`src/hdl/urx_pkg.sv`:
```
package urx_pkg;

	// ==========================================================================
	// Register offsets (byte addresses, one word each).
	// ==========================================================================
	localparam logic [7:0] URX_DATA_BUFFER_OFS   = 8'h00;
	localparam logic [7:0] URX_STATUS_ONE_OFS    = 8'h04;
	localparam logic [7:0] URX_CONTROL_ONE_OFS   = 8'h08;
	localparam logic [7:0] URX_CONTROL_TWO_OFS   = 8'h0C;
	localparam logic [7:0] URX_CONTROL_THREE_OFS = 8'h10;
	localparam logic [7:0] URX_DIVISOR_OFS       = 8'h14;

	// ==========================================================================
	// Field positions.
	// ==========================================================================
	localparam int URX_ST_FULL    = 0;
	localparam int URX_ST_QUIET   = 1;
	localparam int URX_ST_OVERRUN = 2;
	localparam int URX_ST_NOISE   = 3;
	localparam int URX_ST_FRAMING = 4;
	localparam int URX_ST_PARITY  = 5;
	localparam int URX_ST_BUSY    = 6;

	localparam int URX_C1_NINE_BIT    = 0;
	localparam int URX_C1_WAKE_ADDR   = 1;
	localparam int URX_C1_QUIET_START = 2;
	localparam int URX_C1_PARITY_EN   = 3;
	localparam int URX_C1_PARITY_TYPE = 4;

	localparam int URX_C2_FULL_IRQ  = 0;
	localparam int URX_C2_QUIET_IRQ = 1;
	localparam int URX_C2_STANDBY   = 2;

	localparam int URX_C3_OVERRUN_IRQ = 0;
	localparam int URX_C3_NOISE_IRQ   = 1;
	localparam int URX_C3_FRAMING_IRQ = 2;
	localparam int URX_C3_PARITY_IRQ  = 3;

	// ==========================================================================
	// Reset values and timing counts.
	// ==========================================================================
	localparam logic [7:0]  URX_CONTROL_RST = 8'h00;
	localparam logic [15:0] URX_DIVISOR_RST = 16'h0082;
	localparam logic [4:0]  URX_TICKS_PER_BIT = 5'h10;
	localparam logic [7:0]  URX_QUIET_TICKS_8 = 8'hA0;
	localparam logic [7:0]  URX_QUIET_TICKS_9 = 8'hB0;

	typedef enum logic [1:0] {
		URX_HUNT,
		URX_START,
		URX_DATA,
		URX_STOP
	} urx_state_t;

endpackage : urx_pkg

```
`src/hdl/urx_receiver.sv`:
```
// Decided for this implementation: register access over Wishbone and the placing of the registers.
`timescale 1ns/100ps
module urx_receiver
	import urx_pkg::*;
(
	input  wire logic        mclk_in,
	input  wire logic        rst_n_in,
	input  wire logic        rxd_in,
	input  wire logic        wb_cyc_in,
	input  wire logic        wb_stb_in,
	input  wire logic        wb_we_in,
	input  wire logic [7:0]  wb_adr_in,
	input  wire logic [3:0]  wb_sel_in,
	input  wire logic [31:0] wb_dat_in,
	output logic      [31:0] wb_dat_out,
	output logic             wb_ack_out,
	output logic             rx_irq_out,
	output logic             err_irq_out
);

	// ==========================================================================
	// Declarations.
	// ==========================================================================
	logic             rx_meta, rx_sync, tick;
	logic [15:0]      divisor;
	logic [15:0]      div_cnt;
	urx_state_t       state;
	logic [4:0]       phase;
	logic [3:0]       bit_idx;
	logic [2:0]       hist;
	logic             smp_a, smp_b, noise_pend, last_bit;
	logic [8:0]       shift_reg;
	logic             done, done_framing, done_noise;
	logic [8:0]       done_data;
	logic [7:0]       control_one, control_two, control_three;
	logic [8:0]       data_buffer;
	logic             receive_full_flag, quiet_flag, overrun_flag;
	logic             noise_flag, framing_fault_flag, parity_fault_flag;
	logic [7:0]       quiet_cnt;
	logic             quiet_armed, nine_bit, receiver_standby, wake_addr;
	logic [7:0]       quiet_target;
	logic             quiet_line, ones_many, ones_one, vote, disagree;
	logic             fall_edge, last_data_bit, bus_req, wr_en;
	logic             rd_data_buffer, wr_status;
	logic [31:0]      next_dat, status_word;
	logic             done_msb, parity_bad, accept, quiet_event;

	assign nine_bit         = control_one[URX_C1_NINE_BIT];
	assign wake_addr        = control_one[URX_C1_WAKE_ADDR];
	assign receiver_standby = control_two[URX_C2_STANDBY];

	// ==========================================================================
	// Input synchroniser and sample tick.
	// ==========================================================================
	always_ff @(posedge mclk_in or negedge rst_n_in) begin
		if (!rst_n_in) begin
			rx_meta <= 1'b1;
			rx_sync <= 1'b1;
		end else begin
			rx_meta <= rxd_in;
			rx_sync <= rx_meta;
		end
	end

	// The divisor gives module clocks per sample tick; zero acts as one.
	always_ff @(posedge mclk_in or negedge rst_n_in) begin
		if (!rst_n_in) begin
			div_cnt <= 16'h0000;
		end else if (div_cnt == 16'h0000 || div_cnt >= divisor) begin
			div_cnt <= (divisor > 16'h0001) ? divisor - 16'h0001 : 16'h0000;
		end else begin
			div_cnt <= div_cnt - 16'h0001;
		end
	end

	assign tick = (div_cnt == 16'h0000);

	// ==========================================================================
	// Sample voting.
	// ==========================================================================
	assign ones_many = (smp_a & smp_b) | (smp_a & rx_sync) | (smp_b & rx_sync);
	assign ones_one  = (smp_a ^ smp_b ^ rx_sync) & ~(smp_a & smp_b & rx_sync);
	assign vote      = ones_many;
	assign disagree  = ~((smp_a == smp_b) && (smp_b == rx_sync));
	assign fall_edge = hist[0] & ~rx_sync & last_bit;
	assign last_data_bit = (bit_idx == (nine_bit ? 4'h8 : 4'h7));

	// ==========================================================================
	// Data recovery state machine; phase holds the sample number being taken.
	// ==========================================================================
	always_ff @(posedge mclk_in or negedge rst_n_in) begin
		if (!rst_n_in) begin
			state        <= URX_HUNT;
			phase        <= 5'h01;
			bit_idx      <= 4'h0;
			hist         <= 3'b000;
			smp_a        <= 1'b0;
			smp_b        <= 1'b0;
			noise_pend   <= 1'b0;
			last_bit     <= 1'b0;
			shift_reg    <= 9'h000;
			done         <= 1'b0;
			done_framing <= 1'b0;
			done_noise   <= 1'b0;
			done_data    <= 9'h000;
		end else begin
			done <= 1'b0;
			if (tick) begin
				hist  <= {hist[1:0], rx_sync};
				phase <= (phase == URX_TICKS_PER_BIT) ? 5'h01 : phase + 5'h01;
				unique case (state)
					URX_HUNT: begin
						phase <= 5'h01;
						if (hist == 3'b111 && !rx_sync) begin
							state      <= URX_START;
							phase      <= 5'h02;
							noise_pend <= 1'b0;
						end
					end
					URX_START: begin
						if (phase == 5'h03 || phase == 5'h08) begin
							smp_a <= rx_sync;
						end
						if (phase == 5'h05 || phase == 5'h09) begin
							smp_b <= rx_sync;
						end
						if (phase == 5'h07) begin
							if (ones_many) begin
								state <= URX_HUNT;
								phase <= 5'h01;
							end else if (ones_one) begin
								noise_pend <= 1'b1;
							end
						end
						if (phase == 5'h0A && (smp_a | smp_b | rx_sync)) begin
							noise_pend <= 1'b1;
						end
						if (phase == URX_TICKS_PER_BIT) begin
							state    <= URX_DATA;
							bit_idx  <= 4'h0;
							last_bit <= 1'b0;
						end
					end
					URX_DATA: begin
						if (fall_edge && phase >= 5'h0B) begin
							phase   <= 5'h02;
							bit_idx <= bit_idx + 4'h1;
							if (last_data_bit) begin
								state <= URX_STOP;
							end
						end else if (fall_edge && phase >= 5'h02 && phase <= 5'h07) begin
							phase <= 5'h02;
						end else begin
							if (phase == 5'h08) begin
								smp_a <= rx_sync;
							end
							if (phase == 5'h09) begin
								smp_b <= rx_sync;
							end
							if (phase == 5'h0A) begin
								shift_reg <= {vote, shift_reg[8:1]};
								last_bit  <= vote;
								if (disagree) begin
									noise_pend <= 1'b1;
								end
							end
							if (phase == URX_TICKS_PER_BIT) begin
								bit_idx <= bit_idx + 4'h1;
								if (last_data_bit) begin
									state <= URX_STOP;
								end
							end
						end
					end
					URX_STOP: begin
						if (fall_edge && phase >= 5'h02 && phase <= 5'h07) begin
							phase <= 5'h02;
						end
						if (phase == 5'h08) begin
							smp_a <= rx_sync;
						end
						if (phase == 5'h09) begin
							smp_b <= rx_sync;
						end
						if (phase == 5'h0A) begin
							state        <= URX_HUNT;
							phase        <= 5'h01;
							done         <= 1'b1;
							done_framing <= ~vote;
							done_noise   <= noise_pend | disagree;
							done_data    <= nine_bit ? shift_reg : {1'b0, shift_reg[8:1]};
						end
					end
				endcase
			end
		end
	end

	// ==========================================================================
	// Idle line detection.
	// ==========================================================================
	assign quiet_target = nine_bit ? URX_QUIET_TICKS_9 : URX_QUIET_TICKS_8;
	assign quiet_line   = (quiet_cnt >= quiet_target);
	assign quiet_event  = quiet_armed & quiet_line;

	always_ff @(posedge mclk_in or negedge rst_n_in) begin
		if (!rst_n_in) begin
			quiet_cnt   <= 8'h00;
			quiet_armed <= 1'b0;
		end else begin
			if (tick) begin
				if (!rx_sync || state == URX_START) begin
					quiet_cnt <= 8'h00;
				end else if (control_one[URX_C1_QUIET_START] && state != URX_HUNT) begin
					quiet_cnt <= 8'h00;
				end else if (!quiet_line) begin
					quiet_cnt <= quiet_cnt + 8'h01;
				end
			end
			if (state == URX_START) begin
				quiet_armed <= 1'b1;
			end else if (quiet_event) begin
				quiet_armed <= 1'b0;
			end
		end
	end

	// ==========================================================================
	// Character completion.
	// ==========================================================================
	assign done_msb   = nine_bit ? done_data[8] : done_data[7];
	assign parity_bad = (nine_bit ? ^done_data : ^done_data[7:0])
		!= control_one[URX_C1_PARITY_TYPE];
	// In standby, characters are dropped unless an address mark wakes the unit.
	assign accept = done && (!receiver_standby || (wake_addr && done_msb));

	// ==========================================================================
	// Wishbone slave: ack one cycle after the request, read data registered.
	// ==========================================================================
	assign bus_req        = wb_cyc_in & wb_stb_in;
	assign wr_en          = bus_req & wb_we_in & wb_ack_out;
	assign rd_data_buffer = bus_req & ~wb_we_in & wb_ack_out
		& (wb_adr_in == URX_DATA_BUFFER_OFS);
	assign wr_status      = wr_en & wb_sel_in[0] & (wb_adr_in == URX_STATUS_ONE_OFS);

	always_comb begin
		status_word = 32'h0000_0000;
		status_word[URX_ST_FULL]    = receive_full_flag;
		status_word[URX_ST_QUIET]   = quiet_flag;
		status_word[URX_ST_OVERRUN] = overrun_flag;
		status_word[URX_ST_NOISE]   = noise_flag;
		status_word[URX_ST_FRAMING] = framing_fault_flag;
		status_word[URX_ST_PARITY]  = parity_fault_flag;
		status_word[URX_ST_BUSY]    = (state != URX_HUNT);
		unique case (wb_adr_in)
			URX_DATA_BUFFER_OFS:   next_dat = {23'h000000, data_buffer};
			URX_STATUS_ONE_OFS:    next_dat = status_word;
			URX_CONTROL_ONE_OFS:   next_dat = {24'h000000, control_one};
			URX_CONTROL_TWO_OFS:   next_dat = {24'h000000, control_two};
			URX_CONTROL_THREE_OFS: next_dat = {24'h000000, control_three};
			URX_DIVISOR_OFS:       next_dat = {16'h0000, divisor};
			default:               next_dat = 32'h0000_0000;
		endcase
	end

	always_ff @(posedge mclk_in or negedge rst_n_in) begin
		if (!rst_n_in) begin
			wb_ack_out <= 1'b0;
			wb_dat_out <= 32'h0000_0000;
		end else begin
			wb_ack_out <= bus_req & ~wb_ack_out;
			if (bus_req && !wb_ack_out && !wb_we_in) begin
				wb_dat_out <= next_dat;
			end
		end
	end

	// ==========================================================================
	// Control registers.
	// ==========================================================================
	always_ff @(posedge mclk_in or negedge rst_n_in) begin
		if (!rst_n_in) begin
			control_one   <= URX_CONTROL_RST;
			control_two   <= URX_CONTROL_RST;
			control_three <= URX_CONTROL_RST;
			divisor       <= URX_DIVISOR_RST;
		end else begin
			if (wr_en && wb_sel_in[0] && wb_adr_in == URX_CONTROL_ONE_OFS) begin
				control_one <= {3'b000, wb_dat_in[4:0]};
			end
			if (wr_en && wb_sel_in[0] && wb_adr_in == URX_CONTROL_THREE_OFS) begin
				control_three <= {4'h0, wb_dat_in[3:0]};
			end
			if (wr_en && wb_adr_in == URX_DIVISOR_OFS) begin
				if (wb_sel_in[0]) begin
					divisor[7:0] <= wb_dat_in[7:0];
				end
				if (wb_sel_in[1]) begin
					divisor[15:8] <= wb_dat_in[15:8];
				end
			end
			if (wr_en && wb_sel_in[0] && wb_adr_in == URX_CONTROL_TWO_OFS) begin
				control_two <= {5'h00, wb_dat_in[2:0]};
			end else if (receiver_standby && accept) begin
				control_two[URX_C2_STANDBY] <= 1'b0;
			end else if (receiver_standby && !wake_addr && quiet_line) begin
				control_two[URX_C2_STANDBY] <= 1'b0;
			end
		end
	end

	// ==========================================================================
	// Status flags: hardware set wins over a software clear in the same cycle.
	// ==========================================================================
	always_ff @(posedge mclk_in or negedge rst_n_in) begin
		if (!rst_n_in) begin
			data_buffer        <= 9'h000;
			receive_full_flag  <= 1'b0;
			quiet_flag         <= 1'b0;
			overrun_flag       <= 1'b0;
			noise_flag         <= 1'b0;
			framing_fault_flag <= 1'b0;
			parity_fault_flag  <= 1'b0;
		end else begin
			if (wr_status) begin
				quiet_flag         <= quiet_flag & ~wb_dat_in[URX_ST_QUIET];
				overrun_flag       <= overrun_flag & ~wb_dat_in[URX_ST_OVERRUN];
				noise_flag         <= noise_flag & ~wb_dat_in[URX_ST_NOISE];
				framing_fault_flag <= framing_fault_flag & ~wb_dat_in[URX_ST_FRAMING];
				parity_fault_flag  <= parity_fault_flag & ~wb_dat_in[URX_ST_PARITY];
			end
			if (rd_data_buffer || (wr_status && wb_dat_in[URX_ST_FULL])) begin
				receive_full_flag <= 1'b0;
			end
			if (accept) begin
				if (receive_full_flag && !rd_data_buffer) begin
					overrun_flag <= 1'b1;
				end else begin
					data_buffer        <= done_data;
					receive_full_flag  <= 1'b1;
					framing_fault_flag <= done_framing;
					noise_flag         <= done_noise;
					parity_fault_flag  <= control_one[URX_C1_PARITY_EN]
						& parity_bad;
				end
			end
			if (quiet_event && !(receiver_standby && !wake_addr)) begin
				quiet_flag <= 1'b1;
			end
		end
	end

	// ==========================================================================
	// Interrupt requests.
	// ==========================================================================
	assign rx_irq_out = ~receiver_standby & (
		(receive_full_flag & control_two[URX_C2_FULL_IRQ])
		| (quiet_flag & control_two[URX_C2_QUIET_IRQ]));

	assign err_irq_out = ~receiver_standby & (
		(overrun_flag & control_three[URX_C3_OVERRUN_IRQ])
		| (noise_flag & control_three[URX_C3_NOISE_IRQ])
		| (framing_fault_flag & control_three[URX_C3_FRAMING_IRQ])
		| (parity_fault_flag & control_three[URX_C3_PARITY_IRQ]));

endmodule : urx_receiver

```
`config.mk`:
```
export PLATFORM = sky130hd
export DESIGN_NAME = urx_receiver
export DESIGN_NICKNAME = d
export VERILOG_FILES = /design/src/hdl/urx_pkg.sv /design/src/hdl/urx_receiver.sv
export SDC_FILE = /design/constraint.sdc
export NUM_CORES = 1
export LEC_CHECK = 0
export BUFFER_PORTS_ARGS = -buffer_cell sky130_fd_sc_hd__buf_2
export CAP_MARGIN = 10
export CORE_AREA = 5 5 120 150
export DETAILED_ROUTE_END_ITERATION = 6
export DIE_AREA = 0 0 125 155
export SETUP_SLACK_MARGIN = 0.15
export SYNTH_ARGS = -nofsm -noshare
export SYNTH_HDL_FRONTEND = slang
export SYNTH_SLANG_ARGS = --single-unit
```
`constraint.sdc`:
```
create_clock -name mclk_in -period 2.75 [get_ports mclk_in]
set_input_delay 0.1375 -clock mclk_in [delete_from_list [all_inputs] [get_ports mclk_in]]
set_output_delay 0.1375 -clock mclk_in [all_outputs]
set_load 0.01 [all_outputs]
```
==> impl_metrics.tcl <==
set metrics [dict create \
    status "completed" \
    nets 911 \
    n_fill_cell 1489 \
    start_util_pct 44.6 \
    rrSetupSlack_ns 0.32 \
    fp.dieH_um 155 \
    cts_tree "yes" \
    post-place-cells 1007 \
    place_congestion 0.901 \
    grt_setup_unrepaired "true" \
    p_leak_nw 4.00 \
    synthCells 745 \
    ctsLongestPathBuffers 2 \
    tightest_slew_ns 0.740 \
    finalSetupTns_ns 0 \
    reg2reg_depth 6 \
    syn_to_final_growth_pct 17.3 \
    grt_antenna_before_repair 1 \
    final_cell_mix "dfrtp_1, nand2_1, o21ai_0" \
    ant_nets 0 \
    first_pass_iters 5 \
    fin_crit_sh_pct 88.3 \
    instances_no_fill 1057 \
    p_comb_share_pct 11.2 \
    gr-total-overflow 0 \
    cp-end-kind "flop" \
    drc 0 \
    insertion_delay_ns 0.42 \
    skew_ns 0.00695 \
    r2r-start "rx_sync$_DFF_PN1_" \
    die_area_um2 19400 \
    power.density_nw_per_um2 550 \
    synth_flop_cell "dfrtp_1" \
    dr_total_vias 5717 \
    seq_power_share_pct 41.2 \
    synth_warnings 0 \
    min-delay-start "wb_dat_in[4]" \
    power_switching_mw 1.19 \
    ys_types 74 \
    drv_cap 0 \
    syn-cell-area_um2 7360 \
    synth_area_per_cell_um2 9.88 \
    numCtsBuffers 17 \
    grt_pass1_wl_mm 29.8 \
    multi_input_area_um2 3860 \
    slew_viol_final 0 \
    drive_gt1_share_pct 19.4 \
    clk_pin_slew_ns 0.06 \
    reg2reg_to "shift_reg[0]$_DFFE_PN0P_" \
    vias_per_cell 5.41 \
    totalWireLength_mm 17.7 \
    grt_usage_pct 18.9 \
    largestRegisters "div_cnt: 16 flops, divisor: 16 flops, wb_dat_out: 16 flops" \
    slowest_delay_ns 0.65 \
    synthArstFlopShare_pct 100 \
    p_sw_share_pct 25.0 \
    grt_pass1_vias 5826 \
    ys_seq_elements 126 \
    fin_util_pct 52.3 \
    crit_path_max_fanout 11 \
    drt_iter0_markers 437 \
    final_common_cell "dfrtp_1" \
    n_antenna_cell 0 \
    ys_seq_area_share_pct 42.9 \
    cp_cell_sequence "and3b_1 -> a21boi_0 -> nand2_1 -> nor4_4 -> buf_4 -> mux2_2" \
    cpMaxStageDelayCell "dfstp_2" \
    critPathRequiredTime_ns 3.05 \
    min_path_type "in2reg" \
    ir_drop_v 0.000434 \
    internal_power_mw 3.57 \
    critPathLaunchType "flop" \
    place_hpwl_mm 13.4 \
    dieWidth_um 125 \
    routedWlPerCell_um 16.7 \
    synth_enable_flop_cells 0 \
    ioPinCount 85 \
    hold-path-endpoint "divisor[4]$_DFFE_PN0P_" \
    port_buffers 50 \
    grt_max_degree 48 \
    seq_area_um2 3160 \
    row_count 53 \
    critical_path_class "reg2reg" \
    cts_sinks 126 \
    htreeDepth 4 \
    root_buffer "clkbuf_16" \
    slew-limit-headroom_pct 50.7 \
    cp.arrival_ns 2.73 \
    final-setup-viol-count 0 \
    max_freq_ghz 0.412 \
    clkPwrFrac_pct 47.6 \
    hold_violations 0 \
    core-area_um2 16500 \
    period_needed_ns 2.43 \
    worstHoldPathCells 3 \
]
synthesized netlist by cell type (3+ instances only):
| library cell | n | share of area (%) |
|---|---|---|
| dfrtp_1 | 121 | 41 |
| nand2_1 | 120 | 6.1 |
| o21ai_0 | 62 | 4.2 |
| ha_1 | 36 | 6.1 |
| inv_1 | 35 | 1.8 |
| mux2i_1 | 33 | 4.5 |
| mux2_2 | 30 | 4.6 |
| xnor2_1 | 27 | 3.2 |
| nand3_1 | 24 | 1.6 |
| a21oi_1 | 22 | 1.5 |
| clkbuf_1 | 21 | 1.1 |
| nor2_1 | 21 | 1.1 |
| buf_4 | 17 | 1.7 |
| nor3_1 | 12 | 0.82 |
| nand4_1 | 10 | 0.85 |
| o31ai_1 | 9 | 0.92 |
| a22oi_1 | 8 | 0.82 |
| a22o_1 | 7 | 0.83 |
| and3_1 | 7 | 0.59 |
| xor2_1 | 7 | 0.83 |
| dfstp_2 | 5 | 1.8 |
| nand2b_1 | 5 | 0.42 |
| nor2b_1 | 5 | 0.42 |
| a21boi_0 | 4 | 0.41 |
| a41oi_1 | 4 | 0.48 |
| and2_1 | 4 | 0.34 |
| buf_2 | 4 | 0.27 |
| nand3b_1 | 4 | 0.41 |
| nand4b_1 | 4 | 0.48 |
| nor3b_1 | 4 | 0.41 |
| nor4_1 | 4 | 0.34 |
| o211ai_1 | 4 | 0.41 |
| mux2_4 | 3 | 0.61 |
| mux4_2 | 3 | 0.92 |
| nor4_4 | 3 | 0.87 |
| o221ai_1 | 3 | 0.36 |
| o31a_1 | 3 | 0.36 |
| or3_1 | 3 | 0.25 |
critical path: cells and delay by family, from the launching register on:
kind                   cells  cell delay [ns]
buffers and inverters      1             0.23
muxes                      1             0.35
and+or+nand+nor            3             0.74
AOI/OAI and AO/OA          1             0.33
DFF                        1             0.65
routing by layer:
metal / share of wire, % / wire length, um / global-route usage [%] / up-vias
met5: 0.073 / 13 / 0 / -
met4: 2.5 / 444 / 7.44 / 2
met3: 4.1 / 734 / 4.43 / 38
met2: 51 / 9040 / 32.2 / 131
met1: 42 / 7470 / 23.1 / 2776
li1: - / - / - / 2770
kinds of logic (layout without fill, tap and decap cells):
| logic type | Yosys count | in the layout | share of synthesized area, % |
|---|---|---|---|
| other | 1 | 16 | 0.0509 |
| xor gates and xnor gates | 34 | 34 | 4.04 |
| DFF | 126 | 126 | 42.9 |
| buffers and inverters | 81 | 158 | 5.49 |
| adders and majority gates | 37 | 37 | 6.39 |
| AOI/OAI and AO/OA | 146 | 146 | 12.5 |
| and+or+nand+nor | 251 | 251 | 18.0 |
| muxes | 69 | 69 | 10.6 |
repair_timing:
item                                    4_1_cts  5_1_grt
endpoints found under the setup margin        9       15
buffers inserted                              0        1
pin swaps                                     1        1
resized for setup                             0        3
cloned                                        0        0
hold buffers                                 17        0
endpoints found under the hold margin        54        0
power groups by stage:
stage	Sequential (mW)	Clock [mW]	Combinational (mW)
6_report	1.96	2.26	0.533
5_1_grt	1.96	2.39	0.598
4_1_cts	1.96	2.31	0.542
3_5_place_dp	1.99	0	0.518
3_3_place_gp	1.99	0	0.508
2_1_floorplan	1.98	0	0.374
cell type report:
type | instances | share of cell area (%)
Clock buffer | 20 | 5.41
Clock inverter | 12 | 1.56
Inverter | 35 | 1.52
Multi-Input combinational cell | 553 | 44.7
Sequential cell | 126 | 36.6
Tap cell | 220 | 3.19
Timing Repair Buffer | 91 | 6.98
stage by stage:
stage | setup slack, ns | hold slack, ns | total power [mW] | instance area, um2
4_1_cts | 0.192 | 0.00271 | 4.81 | 8620
3_5_place_dp | 0.145 | 0.199 | 2.51 | 7850
2_1_floorplan | 0.340 | -0.158 | 2.35 | 7420
6_report | 0.321 | 0.0218 | 4.75 | 8630
5_1_grt | 0.0745 | 0.0193 | 4.95 | 8630
3_3_place_gp | 0.179 | 0.191 | 2.50 | 7850
how the worst max path moves through the flow:
stage / startpoint / to / cells after the start
after floorplan: divisor[7]$_DFFE_PN1P_ / div_cnt[10]$_DFF_PN0_ / 9
after global placement: phase[0]$_DFFE_PN1N_ / shift_reg[2]$_DFFE_PN0P_ / 7
after detailed placement: phase[0]$_DFFE_PN1N_ / shift_reg[5]$_DFFE_PN0P_ / 7
after CTS: phase[0]$_DFFE_PN1N_ / shift_reg[2]$_DFFE_PN0P_ / 7
after global routing: phase[0]$_DFFE_PN1N_ / state[0]$_DFFE_PN0P_ / 6
final: rx_sync$_DFF_PN1_ / shift_reg[0]$_DFFE_PN0P_ / 6
No activity file was read; power rests on OpenSTA's default activity.
